### config.mk
export PLATFORM = sky130hd
export DESIGN_NAME = mprs_sequencer
export DESIGN_NICKNAME = d
export VERILOG_FILES = /design/src/pkg/mprs_pkg.sv /design/src/rtl/mprs_pulse_filter.sv /design/src/rtl/mprs_sequencer.sv
export VERILOG_INCLUDE_DIRS = /design/src /design/src/pkg
export SDC_FILE = /design/constraint.sdc
export NUM_CORES = 1
export LEC_CHECK = 0
export BUFFER_PORTS_ARGS = -buffer_cell sky130_fd_sc_hd__clkbuf_2
export CORE_UTILIZATION = 55
export CTS_CLUSTER_DIAMETER = 80
export DETAILED_ROUTE_END_ITERATION = 12
export GPL_ROUTABILITY_DRIVEN = 0
export GPL_TIMING_DRIVEN = 0
export PLACE_DENSITY = 0.74
export SKIP_LAST_GASP = 1
export SYNTH_ARGS = -nofsm -noshare
export SYNTH_HDL_FRONTEND = slang
export SYNTH_HIERARCHICAL = 1
export SYNTH_SLANG_ARGS = --single-unit
### constraint.sdc
create_clock -name core_clk_i -period 3 [get_ports core_clk_i]
set_input_delay 0.3 -clock core_clk_i [delete_from_list [all_inputs] [get_ports core_clk_i]]
set_output_delay 0.3 -clock core_clk_i [all_outputs]
set_load 0.02 [all_outputs]
### src/pkg/mprs_defines.svh
// Timing constants for the power-up and restart sequencer.
`ifndef MPRS_DEFINES_SVH
`define MPRS_DEFINES_SVH

// Core clock rate in Hz.
`define MPRS_CLK_HZ 25000000
// Supply rise time beyond which startup is held back, in ms.
`define MPRS_SLOW_RISE_MS 12
`define MPRS_SLOW_RISE_CYC ((`MPRS_SLOW_RISE_MS * `MPRS_CLK_HZ) / 1000)
// Extra startup delay after a slow supply rise, in ms.
`define MPRS_SLOW_DELAY_MS 1000
`define MPRS_SLOW_DELAY_CYC ((`MPRS_SLOW_DELAY_MS * `MPRS_CLK_HZ) / 1000)
// Length of the forced brief on/off cycle, in ms.
`define MPRS_BLIP_MS 120
`define MPRS_BLIP_CYC ((`MPRS_BLIP_MS * `MPRS_CLK_HZ) / 1000)
// Minimum low width of the emergency reset input, in ms.
`define MPRS_ERST_MS 10
`define MPRS_ERST_CYC (((`MPRS_ERST_MS * `MPRS_CLK_HZ) / 1000) + 1)
// Longest time from shutdown notice to power off, in ms.
`define MPRS_OFF_MS 1000
`define MPRS_OFF_CYC ((`MPRS_OFF_MS * `MPRS_CLK_HZ) / 1000)

`endif

### src/pkg/mprs_pkg.sv
// Types shared by the power-up and restart sequencer.
package mprs_pkg;

    // Top-level sequencing states.
    typedef enum logic [3:0] {
        MPRS_OFF,
        MPRS_RISE,
        MPRS_SLOW_WAIT,
        MPRS_BLIP,
        MPRS_RESET,
        MPRS_INIT,
        MPRS_NORMAL,
        MPRS_ALARM,
        MPRS_SHUTDOWN
    } mprs_state_t;

    // Firmware-side requests.
    typedef struct packed {
        logic shutdown_command;
        logic restart_command;
        logic functionality_command;
        logic init_done;
    } mprs_fw_req_t;

    // Notices and mode flags reported back.
    typedef struct packed {
        logic startup_ready_notice;
        logic alarm_mode_notice;
        logic shutdown_notice;
    } mprs_notice_t;

endpackage

### src/rtl/mprs_pulse_filter.sv
// Low-width qualifier for the emergency reset input.
`timescale 1ns/1ps
module mprs_pulse_filter
    import mprs_pkg::*;
#(
    parameter int unsigned MIN_CYC = 250001,
    parameter int unsigned CW = 20
) (
    input wire logic core_clk_i,
    input wire logic reset_i,
    input wire logic enable_i,
    input wire logic line_n_i,
    output logic held_low_o,
    output logic rise_o
);

    logic sync1_ff;
    logic sync2_ff;
    logic last_ff;
    logic [CW-1:0] cnt_ff;
    logic held_ff;

    // ************************************************************
    // Two-stage synchroniser; stage one feeds stage two only.
    // ************************************************************
    always_ff @(posedge core_clk_i or posedge reset_i) begin
        if (reset_i) begin
            sync1_ff <= 1'b1;
            sync2_ff <= 1'b1;
            last_ff <= 1'b1;
        end else if (enable_i) begin
            sync1_ff <= line_n_i;
            sync2_ff <= sync1_ff;
            last_ff <= sync2_ff;
        end
    end

    // Count continuous low time; a high sample restarts the count.
    always_ff @(posedge core_clk_i or posedge reset_i) begin
        if (reset_i) begin
            cnt_ff <= '0;
            held_ff <= 1'b0;
        end else if (enable_i) begin
            if (sync2_ff) begin
                cnt_ff <= '0;
                held_ff <= 1'b0;
            end else if (cnt_ff >= CW'(MIN_CYC - 1)) begin
                held_ff <= 1'b1;
            end else begin
                cnt_ff <= cnt_ff + CW'(1);
            end
        end
    end

    assign held_low_o = held_ff;
    // Release edge counts only after a qualified low, so spikes do nothing.
    assign rise_o = held_ff & sync2_ff & ~last_ff;

endmodule // mprs_pulse_filter

### src/rtl/mprs_sequencer.sv
// Power-up, restart and emergency reset sequencer of the modem module.
`timescale 1ns/1ps
`include "mprs_defines.svh"
module mprs_sequencer
    import mprs_pkg::*;
#(
    parameter int unsigned SLOW_RISE_CYC = `MPRS_SLOW_RISE_CYC,
    parameter int unsigned SLOW_DELAY_CYC = `MPRS_SLOW_DELAY_CYC,
    parameter int unsigned BLIP_CYC = `MPRS_BLIP_CYC,
    parameter int unsigned ERST_CYC = `MPRS_ERST_CYC,
    parameter int unsigned OFF_CYC = `MPRS_OFF_CYC,
    parameter int unsigned CW = 25
) (
    input wire logic core_clk_i,
    input wire logic reset_i,
    input wire logic clk_en_i,
    input wire logic main_supply_i,
    input wire logic supply_good_i,
    input wire logic power_on_i,
    input wire logic emergency_reset_n_i,
    input wire logic rtc_alarm_i,
    input wire logic autobaud_i,
    input wire logic flow_rtscts_i,
    input wire mprs_fw_req_t fw_req_i,
    output mprs_state_t state_o,
    output mprs_notice_t notice_o,
    output logic regulators_on_o,
    output logic rtc_backup_supply_o,
    output logic cpu_reset_o,
    output logic pads_reset_o,
    output logic volatile_clear_o,
    output logic fw_init_o,
    output logic primary_clear_to_send_o,
    output logic primary_set_ready_o,
    output logic secondary_clear_to_send_o,
    output logic registered_allowed_o,
    output logic pin_required_o,
    output logic limited_commands_o,
    output logic flow_handshake_o
);

    mprs_state_t state_ff;
    mprs_state_t nxt_state;
    logic [CW-1:0] timer_ff;
    logic [CW-1:0] nxt_timer;
    logic supply_last_ff;
    logic pon_last_ff;
    logic alarm_pending_ff;
    logic from_alarm_ff;
    logic pin_req_ff;
    logic ready_ff;
    mprs_notice_t notice_ff;
    logic erst_held;
    logic erst_rise;
    logic supply_rise;
    logic pon_edge;
    logic timer_done;

    // ************************************************************
    // Emergency reset qualification.
    // ************************************************************
    mprs_pulse_filter #(
        .MIN_CYC(ERST_CYC),
        .CW(CW)
    ) u_erst (
        .core_clk_i(core_clk_i),
        .reset_i(reset_i),
        .enable_i(clk_en_i),
        .line_n_i(emergency_reset_n_i),
        .held_low_o(erst_held),
        .rise_o(erst_rise)
    );

    // ************************************************************
    // Edge detection on supply and power-on request.
    // ************************************************************

    // Previous samples; held low at reset so a level present at start
    // shows up as an edge once the clock runs.
    always_ff @(posedge core_clk_i or posedge reset_i) begin
        if (reset_i) begin
            supply_last_ff <= 1'b0;
            pon_last_ff <= 1'b0;
        end else if (clk_en_i) begin
            supply_last_ff <= main_supply_i;
            pon_last_ff <= power_on_i;
        end
    end

    assign supply_rise = main_supply_i & ~supply_last_ff;
    // A single sampled high is enough; glitch filtering is the host's job.
    assign pon_edge = power_on_i & ~pon_last_ff;
    assign timer_done = (timer_ff == '0);

    // ************************************************************
    // Main sequencing state machine.
    // ************************************************************

    // Next state and timer load; one timer serves every timed phase.
    always_comb begin
        nxt_state = state_ff;
        nxt_timer = timer_done ? timer_ff : timer_ff - CW'(1);
        case (state_ff)
            MPRS_OFF: begin
                if (supply_rise) begin
                    nxt_state = MPRS_RISE;
                    nxt_timer = CW'(SLOW_RISE_CYC);
                end else if (main_supply_i && rtc_alarm_i &&
                             alarm_pending_ff) begin
                    nxt_state = MPRS_RESET;
                end else if (main_supply_i && pon_edge) begin
                    nxt_state = MPRS_RESET;
                end
            end
            MPRS_RISE: begin
                if (supply_good_i) begin
                    if (!power_on_i) begin
                        nxt_state = MPRS_BLIP;
                        nxt_timer = CW'(BLIP_CYC);
                    end else if (timer_done) begin
                        nxt_state = MPRS_SLOW_WAIT;
                        nxt_timer = CW'(SLOW_DELAY_CYC);
                    end else begin
                        nxt_state = MPRS_RESET;
                    end
                end
            end
            MPRS_SLOW_WAIT: begin
                if (timer_done) begin
                    nxt_state = MPRS_RESET;
                end
            end
            MPRS_BLIP: begin
                if (timer_done) begin
                    nxt_state = MPRS_OFF;
                end
            end
            MPRS_RESET: begin
                // Leave on the release edge, or at once if nothing is held.
                if (erst_rise) begin
                    nxt_state = MPRS_INIT;
                end else if (!erst_held) begin
                    nxt_state = MPRS_INIT;
                end
            end
            MPRS_INIT: begin
                if (fw_req_i.init_done) begin
                    nxt_state = from_alarm_ff ? MPRS_ALARM : MPRS_NORMAL;
                end
            end
            MPRS_NORMAL: begin
                if (fw_req_i.restart_command) begin
                    nxt_state = MPRS_RESET;
                end else if (fw_req_i.shutdown_command) begin
                    nxt_state = MPRS_SHUTDOWN;
                    nxt_timer = CW'(OFF_CYC);
                end
            end
            MPRS_ALARM: begin
                if (fw_req_i.functionality_command || pon_edge) begin
                    nxt_state = MPRS_NORMAL;
                end else if (fw_req_i.shutdown_command) begin
                    nxt_state = MPRS_SHUTDOWN;
                    nxt_timer = CW'(OFF_CYC);
                end
            end
            MPRS_SHUTDOWN: begin
                if (timer_done) begin
                    // A power-on request still high turns this into a restart.
                    nxt_state = power_on_i ? MPRS_RESET : MPRS_OFF;
                end
            end
            default: begin
                nxt_state = MPRS_OFF;
            end
        endcase
        // Supply loss drops everything; qualified emergency reset wins next, except in MPRS_OFF, MPRS_BLIP and on the release edge in MPRS_RESET.
        if (!main_supply_i) begin
            nxt_state = MPRS_OFF;
        end else if (erst_held && state_ff != MPRS_OFF &&
                     state_ff != MPRS_BLIP &&
                     !(state_ff == MPRS_RESET && erst_rise)) begin
            nxt_state = MPRS_RESET;
        end
    end

    // State and timer registers.
    always_ff @(posedge core_clk_i or posedge reset_i) begin
        if (reset_i) begin
            state_ff <= MPRS_OFF;
            timer_ff <= '0;
        end else if (clk_en_i) begin
            state_ff <= nxt_state;
            timer_ff <= nxt_timer;
        end
    end

    // ************************************************************
    // Alarm bookkeeping and restart memory.
    // ************************************************************

    // The armed alarm lives in the RTC domain and survives a shutdown.
    always_ff @(posedge core_clk_i or posedge reset_i) begin
        if (reset_i) begin
            alarm_pending_ff <= 1'b1;
            from_alarm_ff <= 1'b0;
        end else if (clk_en_i) begin
            if (state_ff == MPRS_OFF && nxt_state == MPRS_RESET) begin
                from_alarm_ff <= rtc_alarm_i & alarm_pending_ff;
            end else if (nxt_state == MPRS_RESET && state_ff != MPRS_OFF) begin
                from_alarm_ff <= 1'b0;
            end
            if (!main_supply_i) begin
                alarm_pending_ff <= 1'b1;
            end else if (state_ff == MPRS_ALARM) begin
                alarm_pending_ff <= 1'b0;
            end else if (state_ff == MPRS_SHUTDOWN) begin
                alarm_pending_ff <= 1'b1;
            end
        end
    end

    // SIM PIN must be entered again after each restart.
    always_ff @(posedge core_clk_i or posedge reset_i) begin
        if (reset_i) begin
            pin_req_ff <= 1'b1;
        end else if (clk_en_i) begin
            if (state_ff == MPRS_RESET) begin
                pin_req_ff <= 1'b1;
            end else if (state_ff == MPRS_NORMAL) begin
                pin_req_ff <= 1'b0;
            end
        end
    end

    // ************************************************************
    // Notices and readiness lines.
    // ************************************************************

    // One-cycle notices; both startup notices are muted by autobauding.
    always_ff @(posedge core_clk_i or posedge reset_i) begin
        if (reset_i) begin
            notice_ff <= '0;
            ready_ff <= 1'b0;
        end else if (clk_en_i) begin
            notice_ff.startup_ready_notice <= ~autobaud_i &
                (state_ff == MPRS_INIT) & (nxt_state == MPRS_NORMAL);
            notice_ff.alarm_mode_notice <= ~autobaud_i &
                (state_ff == MPRS_INIT) & (nxt_state == MPRS_ALARM);
            notice_ff.shutdown_notice <= (state_ff != MPRS_SHUTDOWN) &
                (nxt_state == MPRS_SHUTDOWN);
            ready_ff <= (nxt_state == MPRS_NORMAL) ||
                (nxt_state == MPRS_ALARM);
        end
    end

    // ************************************************************
    // Outputs.
    // ************************************************************
    assign state_o = state_ff;
    assign notice_o = notice_ff;
    assign regulators_on_o = (state_ff != MPRS_OFF);
    // The RTC keeps running from the backup rail as long as supply exists.
    assign rtc_backup_supply_o = main_supply_i;
    assign cpu_reset_o = (state_ff == MPRS_RESET) | erst_held;
    assign pads_reset_o = (state_ff == MPRS_RESET) | erst_held |
        (state_ff == MPRS_OFF);
    assign volatile_clear_o = erst_held;
    assign fw_init_o = (state_ff == MPRS_INIT);
    // Lines sit high through init and go low when it completes.
    assign primary_clear_to_send_o = ~ready_ff;
    assign primary_set_ready_o = ~ready_ff;
    assign secondary_clear_to_send_o = ~ready_ff;
    assign registered_allowed_o = (state_ff == MPRS_NORMAL) &
        ~pin_req_ff;
    assign pin_required_o = pin_req_ff;
    assign limited_commands_o = (state_ff == MPRS_ALARM);
    // Handshaking stays off until the host selects it.
    assign flow_handshake_o = flow_rtscts_i;

endmodule // mprs_sequencer

==> metrics.md, run 1 <==
| Metric | Value |
|---|---|
| Worst-Skew Late Latency | `350 ps` |
| Fill cell count | `between 600 and 700` |
| Hold_buf cts | `0` |
| Period utilization | `approximately 94%` |
| Final setup vio count | `0` |
| Final WL | `10.6 mm` |
| Critical Path Most Common Cell | `nor3b_1` |
| Buffers on Ports | `31` |
| RSZ-0062 raised after global routing | `false` |
| Iteration-0 DRC Markers | `309` |
| Area Growth Syn to Fin | `11.3%` |
| Post-CTS Resized | `0` |
| Relative slew slack | `23.5%` |
| H-Tree Depth | `3` |
| Postcts setup bufs | `0` |
| Hpwl dp | `7.61 mm` |
| Synth Cell Area | `4160 µm²` |
| Fin. Hold Viols | `0` |
| Critical Path AT | `just over 3000 ps` |
| Nets | `533` |
| Die ar. | `7910 µm²` |
| Setup Skew | `roughly 12 ps` |
| WL/cell | `17.1 µm` |
| Tot GR Track Use | `29.6%` |
| Critical Path Fanout Max | `7` |
| Vias | `3929` |
| CTS tree | `yes` |
| Register area share after synthesis | `40.5%` |
| GR Overflow Total | `0` |
| Tightest Pin Transition | `1140 ps` |
| Setup CP Type | `reg2reg` |
| Pins Over Slew Limit | `0` |
| Initial antenna violation count | `0` |
| CTS max path bufs | `2` |
| DR pass1 iterations | `5` |
| Core footprint | `7290 µm²` |
| Total power | `roughly 3.1 mW` |
| DRC violations left | `0` |
| FFs w/ async S/R, synth | `100%` |
| Placed insts | `604` |
| F_max | `0.356 GHz` |
| CP Data Required Time | `3230 ps` |
| CP endpoint kind | `register` |
| Post-route insts no fill | `620` |
| Crit path max-delay family | `simple AND/OR/NAND/NOR gates` |
| Die W | `88.9 µm` |
| Clock buffer count from CTS | `9` |
| Global-route wire length before repair | `17.9 mm` |
| Num ports | `34` |
| Library cells used by synthesis | `74` |
| Cell count after synthesis | `474` |
| Clock transition at path regs | `70 ps` |
| CP max stage delay | `450 ps` |
| Mapped Nets | `between 400 and 500` |
| Synth warnings | `6` |
| Fraction of layout cells with a size suffix above 1 | `16.9%` |
| Rows | `31` |
| Power Density | `~670 nW/µm²` |
| Largest net degree at the start of global routing | `39` |
| Starting density of the core | `57.0%` |
| CP Launch Type | `register` |
| Vias per cell | `6.34` |
| Critical path, cell by cell | `inv_1 -> ha_1 -> nor3b_1 -> nand4_1 -> o21ai_0 -> a21oi_1 -> o21ba_2 -> nor3b_1 -> mux2_1` |
| Root Driver | `clkbuf_8` |
| Post-DRT Antenna Nets | `0` |
| Peak supply drop | `0.000303 V` |
| Worst hold path class | `in2async` |
| Synthesized area per cell | `8.77 µm²` |
| Vias in the first global route | `3793` |
| Post-synth EDFFs | `0` |
| Leakage power | `1.98 nW` |
| Die Y | `88.9 µm` |
| Setup_tns | `0 ps` |
| MaxCap Viol Count | `0` |
| Yosys reg bits | `67` |
| Final min period | `2810 ps` |
| Buf+Inv Stages, Crit Path | `1` |
| Outcome | `complete, no violations` |
| Ant diodes | `0` |
| CTS Sinks | `67` |
| Crit-path slowest cell | `o21ai_0` |
| Top_reg_cell synth | `dfrtp_1` |
[synth_stat cells, types with 6 or more instances]
library cell | n | area (µm²)
a21o_1 | 6 | 45.0
a21oi_1 | 14 | 70.1
a22o_1 | 14 | 123
a31oi_1 | 6 | 37.5
and2_1 | 6 | 37.5
clkbuf_1 | 15 | 56.3
dfrtp_1 | 62 | 1550
inv_1 | 33 | 124
nand2_1 | 44 | 165
nand2b_1 | 9 | 56.3
nand3_1 | 12 | 60.1
nand4_1 | 10 | 62.6
nor2_1 | 36 | 135
nor3_1 | 17 | 85.1
nor4_1 | 6 | 37.5
o21a_1 | 6 | 45.0
o21ai_0 | 46 | 230
o31ai_1 | 6 | 45.0
or3_1 | 6 | 37.5
[placed cells by master, fill, tap and decap left out, types with 4 or more instances in the layout]
| master | n |
|---|---|
| dfrtp_1 | 62 |
| o21ai_0 | 46 |
| nand2_1 | 44 |
| nor2_1 | 36 |
| inv_1 | 32 |
| clkbuf_2 | 31 |
| clkbuf_1 | 17 |
| nor3_1 | 17 |
| a22o_1 | 14 |
| a21oi_1 | 14 |
| clkbuf_8 | 13 |
| nand3_1 | 12 |
| nand4_1 | 10 |
| nand2b_1 | 9 |
| or3_1 | 6 |
| nor4_1 | 6 |
| a21o_1 | 6 |
| o21a_1 | 6 |
| a31oi_1 | 6 |
| o31ai_1 | 6 |
| and2_1 | 6 |
| buf_4 | 5 |
| o32ai_1 | 5 |
| or2_2 | 5 |
| nor4b_1 | 5 |
| dfstp_2 | 5 |
| buf_2 | 4 |
| nor4_2 | 4 |
| mux2_2 | 4 |
| and4_1 | 4 |
| a2111oi_0 | 4 |
| o211ai_1 | 4 |
| and3_1 | 4 |
[path summary, 6_finish.rpt]
check	startpoint	end	slack [ps]	cells past startpoint
min in group core_clk_i	main_supply_i	alarm_pending_ff$_DFFE_PP1P_	190	2
worst max register to register	timer_ff[0]$_DFFE_PP0P_	from_alarm_ff$_DFFE_PP0P_	190	9
worst max-delay path	timer_ff[0]$_DFFE_PP0P_	from_alarm_ff$_DFFE_PP0P_	190	9
worst min-delay path	reset_i	timer_ff[7]$_DFFE_PP0P_	110	2
worst min register to register	u_erst/sync1_ff$_DFFE_PP1P_	u_erst/sync2_ff$_DFFE_PP1P_	490	2
max in group asynchronous	reset_i	u_erst/cnt_ff[23]$_DFFE_PP0P_	2130	2
[registers in the layout (all words and copies together) (netlist names)]
| name | count |
|---|---|
| u_erst/cnt_ff | 25 |
| u_erst/sync1_ff | 1 |
| notice_o | 3 |
| pon_last_ff | 1 |
| state_o | 4 |
| u_erst/held_low_o | 1 |
| pin_required_o | 1 |
| supply_last_ff | 1 |
| u_erst/sync2_ff | 1 |
| ready_ff | 1 |
| timer_ff | 25 |
| from_alarm_ff | 1 |
| alarm_pending_ff | 1 |
| u_erst/last_ff | 1 |
[stage by stage]
step | setup WS, ps | instance area, µm² | hold WS (ps) | util (%)
floorplan | 274 | 4160 | 350 | -
global placement | 238 | 4440 | 468 | 60.8
detailed placement | 241 | 4440 | 472 | 60.8
CTS | 230 | 4630 | 136 | 63.5
global route | 19.4 | 4630 | 178 | 63.5
finish | 194 | 4630 | 106 | 63.5
[worst reg2reg max path: stages, from the launching register on]
cell and delay (ps):
dfrtp_1 400, inv_1 100, ha_1 190, nor3b_1 240, nand4_1 350, o21ai_0 450, a21oi_1 140, o21ba_2 240
nor3b_1 250, mux2_1 340
[cell type report]
| class | count | area [µm²] | share of cell area [%] |
|---|---|---|---|
| timing repair buffer | 31 | 155 | 3.35 |
| clock inverter | 1 | 5.00 | 0.108 |
| inverter | 33 | 124 | 2.68 |
| sequential | 67 | 1680 | 36.4 |
| multi-input combinational | 349 | 2230 | 48.1 |
| clock buffer | 15 | 186 | 4.03 |
| tap | 99 | 124 | 2.68 |
| buffer | 25 | 125 | 2.70 |
[routing by layer]
layer  global-route usage (%)  share of wire, %  up-vias
met5                        0                 0        -
met4                     14.6               2.4        0
met3                     4.34               7.3       28
met2                     46.3                46      188
met1                     40.6                44     1855
li1                         -                 -     1858
[kinds of logic (layout without fill, tap and decap cells)]
logic type	after synthesis	in the layout	share of synthesized area, %
AOI/OAI and AO/OA	153	153	26.0
adders and majority gates	3	3	0.903
buffers and inverters	58	105	5.99
DFF	67	67	40.5
muxes	5	5	1.35
and+or+nand+nor	188	188	25.2
[power breakdown]
part | internal [mW] | switching (mW) | total [mW] | leakage, nW
Sequential | 1.13 | 0.253 | 1.38 | 0.849
Clock | 0.391 | 0.347 | 0.738 | 0.0997
Combinational | 0.396 | 0.580 | 0.975 | 1.03
Total | 1.92 | 1.18 | 3.10 | 1.98
Note: power is estimated with default switching activity, not from simulation.
==> inputs of run 2 (changes only) <==
CORE_UTILIZATION = 51   (was 55)
PLACE_DENSITY = 0.7   (was 0.74)
REMOVE_ABC_BUFFERS = 1   (was unset)
clock period = 2.7 ns   (was 3 ns; I/O delays follow)
==> run 2 against run 1 <==
Net effect:
- first-iteration DRC count is 30% lower
- cell area decreased by 2.2%
- flip-flop and latch count stayed put
- clock skew shrank 4.6 ps
- via count decreased by 3.3%
- clock power is essentially flat
- final cell count is 3.1% lower
- register-to-register slack worse by 80 ps
- setup slack got worse by 80 ps
- clock-buffer cell count fell by 2
- global-route usage down 4.4 points
- largest cell class unchanged
- highest routed layer unchanged
==> metrics.md, run 2 (synthesis results as in run 1) <==
| Metric | Value |
|---|---|
| Tot GR Track Use | `between 20 and 30%` |
| Most frequent cells in the layout | `dfrtp_1, o21ai_0, nand2_1` |
| Global-route wire length before repair | `17.0 mm` |
| RSZ-0062 raised after global routing | `false` |
| Crit-path slowest cell | `or4_1` |
| Area Growth Syn to Fin | `8.85%` |
| Vias per cell | `around 6.3` |
| Internal power | `2.03 mW` |
| Final setup vio count | `0` |
| RR Endpoint | `from_alarm_ff$_DFFE_PP0P_` |
| WL/cell | `17.1 µm` |
| Hpwl dp | `6.91 mm` |
| DR pass1 iterations | `4` |
| Largest net degree at the start of global routing | `just under 80` |
| Relative slew slack | `between 20 and 30%` |
| Clk pwr share | `22.2%` |
| Post-layout util | `approximately 58%` |
| Rows | `32` |
| CP Data Required Time | `2920 ps` |
| Post-route cell area | `~4500 µm²` |
| Logic gate share of total power | `30.2%` |
| CP Launch Type | `register` |
| Setup CP Type | `reg2reg` |
| Power Density | `733 nW/µm²` |
| Critical Path AT | `2810 ps` |
| Critical Path Fanout Max | `17` |
| Clock transition at path regs | `70 ps` |
| Core footprint | `7810 µm²` |
| Num ports | `34` |
| CTS max path bufs | `2` |
| CTS Sinks | `67` |
| GR Overflow Total | `0` |
| Fraction of layout cells with a size suffix above 1 | `16.4%` |
| Crit path max-delay family | `simple AND/OR/NAND/NOR gates` |
| Leakage power | `just under 2 nW` |
| Die W | `92.3 µm` |
| Root Driver | `clkbuf_8` |
| CTS tree | `yes` |
| Die ar. | `8520 µm²` |
| Tightest Pin Transition | `1090 ps` |
| Period utilization | `95.8%` |
| DRC violations left | `0` |
| Fin. Hold Viols | `0` |
| Worst-Skew Late Latency | `roughly 340 ps` |
| H-Tree Depth | `3` |
| Buf+Inv Stages, Crit Path | `0` |
| Vias | `3799` |
| Pins Over Slew Limit | `0` |
| Peak supply drop | `roughly 0.00040 V` |
| Post-DRT Antenna Nets | `0` |
| Final min period | `2590 ps` |
| Worst hold path class | `in2async` |
| Final WL | `just over 10 mm` |
| Placed insts | `582` |
| Placed inst area | `between 4000 and 5000 µm²` |
| Total power | `3.32 mW` |
| Setup Skew | `7.74 ps` |
| Nets | `511` |
| Die Y | `92.3 µm` |
| F_max | `0.387 GHz` |
| R2R Setup Slk | `about 110 ps` |
| Post-route insts no fill | `~600` |
| Starting density of the core | `a little over half` |
| Clock buffer count from CTS | `9` |
| R2R depth | `7` |
| CP endpoint kind | `register` |
| Psw | `1.29 mW` |
| Buffers on Ports | `31` |
| Outcome | `complete, no violations` |
| Net Sw Frac | `38.9%` |
| MaxCap Viol Count | `0` |
| Commonest non-fill, non-tap cell in the layout | `dfrtp_1` |
| FF-to-FF Start | `state_o[3]$_DFFE_PP0P_` |
| Critical path, cell by cell | `or4_1 -> a21oi_1 -> nand3_1 -> a41oi_1 -> a211o_1 -> nor3b_1 -> mux2_1` |
| Sequential Power Share | `47.6%` |
| Initial antenna violation count | `0` |
| Iteration-0 DRC Markers | `~220` |
| Ant diodes | `0` |
| CP max stage delay | `670 ps` |
| Vias in the first global route | `3500` |
run 2: cell count changes in the layout (fill, tap and decap cells not counted), sizes merged:
cell	delta
buf	-6
clkinv	+2
clkbuf	-18
run 2: area by class of cell:
class	count	area [µm²]
Clock buffer	13	149
Clock inverter	3	15.0
Fill cell	699	3280
Inverter	33	124
Multi-Input combinational cell	349	2240
Sequential cell	67	1680
Tap cell	102	128
Timing Repair Buffer	34	190
run 2: worst max-delay path by stage:
stage | start | endpoint | slack (ps) | cells past startpoint
finish | state_o[3]$_DFFE_PP0P_ | from_alarm_ff$_DFFE_PP0P_ | 110 | 7
global placement | clk_en_i | from_alarm_ff$_DFFE_PP0P_ | -200 | 6
global route | state_o[3]$_DFFE_PP0P_ | from_alarm_ff$_DFFE_PP0P_ | 2 | 7
CTS | timer_ff[0]$_DFFE_PP0P_ | timer_ff[17]$_DFFE_PP0P_ | -9 | 9
floorplan | state_o[0]$_DFFE_PP0P_ | from_alarm_ff$_DFFE_PP0P_ | -50 | 7
detailed placement | clk_en_i | from_alarm_ff$_DFFE_PP0P_ | -200 | 6
run 2: stage by stage:
stage | hold slack, ps | setup slack, ps | TNS, ps
after floorplan | 320 | -54.6 | -54.6
after CTS | 113 | -9.14 | -16.2
after global placement | 469 | -198 | -198
final | 99.0 | 114 | 0
after global routing | 154 | 1.94 | 0
after detailed placement | 475 | -197 | -197
run 2: per-layer routing:
layer	GRT usage [%]	wire [µm]	vias up
met4	8.72	144	0
met2	40.9	4820	95
met5	0	0	-
met1	35.1	4910	1866
met3	2.96	423	15
li1	-	-	1823
run 2: repair_timing:
action | in CTS | in global routing
setup buffers | 0 | 2
hold endpoints to repair | 0 | 0
endpoints found under the setup margin | 1 | 19
gates resized for setup | 2 | 1
hold buffers | 0 | 0
run 2: worst register-to-register path, cell delays in order (launching register included):
cell and delay [ps]:
dfrtp_1 580, or4_1 670, a21oi_1 160, nand3_1 100, a41oi_1 220, a211o_1 180
nor3b_1 230, mux2_1 340
run 2: power by group through the flow:
stage | logic [mW] | registers, mW | clock network (mW)
5_1_grt | 1.11 | 1.62 | 0.793
3_3_place_gp | 0.952 | 1.57 | 0
2_1_floorplan | 0.738 | 1.53 | 0
3_5_place_dp | 0.988 | 1.58 | 0
4_1_cts | 0.992 | 1.57 | 0.755
6_report | 1.00 | 1.58 | 0.738
==> inputs of run 3 (changes only) <==
CTS_BUF_LIST = sky130_fd_sc_hd__clkbuf_4 sky130_fd_sc_hd__clkbuf_8   (was unset)
==> run 3 against run 2 <==
Net effect:
- fmax is 0.38% lower
- clock-buffer cell count stayed put
- core utilization grew 0.14 points
- combinational power barely moved
- sequential power about the same
- hold slack lost 5.4 ps
- clock power grew 3.9%
- via count is 0.68% lower
- largest power group unchanged
- highest routed layer unchanged
==> metrics.md, run 3 (synthesis results as in run 1) <==
| Metric | Value |
|---|---|
| Period utilization | `96.1%` |
| Vias in the first global route | `3492` |
| Clock buffer count from CTS | `9` |
| Logic gate share of total power | `29.9%` |
| Outcome | `complete, no violations` |
| Worst-Skew Late Latency | `330 ps` |
| Most frequent cells in the layout | `dfrtp_1, o21ai_0, nand2_1` |
| Worst hold path class | `in2async` |
| Final setup vio count | `0` |
| Rows | `32` |
| Peak supply drop | `0.000406 V` |
| Setup Skew | `approximately 5.8 ps` |
| Die W | `92.3 µm` |
| Setup CP Type | `reg2reg` |
| Clock transition at path regs | `70 ps` |
| Internal power | `between 2 and 2.5 mW` |
| Post-DRT Antenna Nets | `0` |
| RSZ-0062 raised after global routing | `false` |
| CP endpoint kind | `register` |
| Power Density | `738 nW/µm²` |
| Core footprint | `a little under 8000 µm²` |
| Clk pwr share | `22.9%` |
| Starting density of the core | `53.3%` |
| Commonest non-fill, non-tap cell in the layout | `dfrtp_1` |
| MaxCap Viol Count | `0` |
| Tot GR Track Use | `25.0%` |
| Hpwl dp | `around 7 mm` |
| F_max | `0.385 GHz` |
| Ant diodes | `0` |
| DRC violations left | `0` |
| Pins Over Slew Limit | `0` |
| Final min period | `2600 ps` |
| Fraction of layout cells with a size suffix above 1 | `17.0%` |
| DR pass1 iterations | `5` |
| CTS Sinks | `67` |
| Leakage power | `a little under 2 nW` |
| Buffers on Ports | `31` |
| Total power | `3.35 mW` |
| Largest net degree at the start of global routing | `78` |
| WHS | `approximately 94 ps` |
| Final WL | `10.3 mm` |
| Critical Path Fanout Max | `17` |
| CTS max path bufs | `2` |
| Nets | `511` |
| Net Sw Frac | `roughly 39%` |
| GR Overflow Total | `0` |
| CP Data Required Time | `2920 ps` |
| CP Launch Type | `register` |
| DP Worst Slack | `-197 ps` |
| Tightest Pin Transition | `between 1000 and 1500 ps` |
| WL/cell | `roughly 17 µm` |
| Root Driver | `clkbuf_8` |
| Area Growth Syn to Fin | `9.12%` |
| Vias | `3773` |
| Psw | `about 1.3 mW` |
| Fin. Hold Viols | `0` |
| H-Tree Depth | `3` |
| Die ar. | `around 8500 µm²` |
| Relative slew slack | `a little over a quarter` |
| Critical Path AT | `2820 ps` |
| Worst Slack Setup Final | `104 ps` |
| Initial antenna violation count | `0` |
| Die Y | `around 92 µm` |
| Sequential Power Share | `a little under half` |
| Vias per cell | `6.28` |
| Num ports | `34` |
| Global-route wire length before repair | `roughly 17 mm` |
| CTS tree | `yes` |
| Iteration-0 DRC Markers | `243` |
| Fill cell count | `698` |
## run 3: cell types whose count changed in the layout (fill, tap and decap cells not counted)
cell      previous run  this run
clkbuf_1             3         0
clkbuf_4             0         3
## run 3: final timing paths
path | from | endpoint | slack, ps | cells past startpoint
hold / removal | reset_i | timer_ff[5]$_DFFE_PP0P_ | 90 | 2
max in group asynchronous | reset_i | u_erst/cnt_ff[14]$_DFFE_PP0P_ | 1830 | 2
hold reg to reg | u_erst/cnt_ff[21]$_DFFE_PP0P_ | u_erst/cnt_ff[21]$_DFFE_PP0P_ | 490 | 1
setup / recovery | state_o[3]$_DFFE_PP0P_ | from_alarm_ff$_DFFE_PP0P_ | 100 | 7
setup reg to reg | state_o[3]$_DFFE_PP0P_ | from_alarm_ff$_DFFE_PP0P_ | 100 | 7
min in group core_clk_i | main_supply_i | alarm_pending_ff$_DFFE_PP1P_ | 160 | 2
## run 3: per-stage QoR
step	area, µm²	cells	utilization [%]	TNS (ps)
after floorplan	4030	449	-	-54.6
after global placement	4320	582	55.3	-198
after detailed placement	4320	582	55.3	-197
after CTS	4500	598	57.6	-14.8
after global routing	4540	601	58.1	0
final	4540	601	58.1	0
## run 3: layout make-up
class                   count  area (µm²)  share of cell area [%]
multi-input cells         349        2240                    49.3
flip-flops and latches     67        1680                    37.1
repair buffers             34         190                    4.19
clock buffers              13         160                    3.53
well taps                 102         128                    2.81
inverters                  33         124                    2.73
clock inverters             3        15.0                   0.331
## run 3: per-layer routing
metal | part of all wire [%] | wire [µm] | up-vias | GRT usage [%]
met1 | 47 | 4800 | 1847 | 35.2
li1 | - | - | 1821 | -
met2 | 48 | 4930 | 98 | 40.9
met3 | 4.8 | 498 | 7 | 2.96
met4 | 0.84 | 87 | 0 | 7.16
met5 | 0 | 0 | - | 0
## run 3: repair_timing
action / 4_1_cts / 5_1_grt
buffers inserted: 0 / 2
hold endpoints to repair: 0 / 0
hold buffers: 0 / 0
endpoints found under the setup margin: 1 / 19
gates resized for setup: 2 / 1
## run 3: power groups by stage
stage | Sequential [mW] | Combinational (mW) | Clock (mW)
global route | 1.62 | 1.11 | 0.821
CTS | 1.57 | 0.992 | 0.783
detailed placement | 1.58 | 0.988 | 0
global placement | 1.57 | 0.952 | 0
finish | 1.58 | 1.00 | 0.767
floorplan | 1.53 | 0.738 | 0
## run 3: critical path: stages, from the launching register on
cell,delay [ps]
dfrtp_1,580
or4_1,670
a21oi_1,160
nand3_1,100
a41oi_1,210
a211o_1,180
nor3b_1,230
mux2_1,340
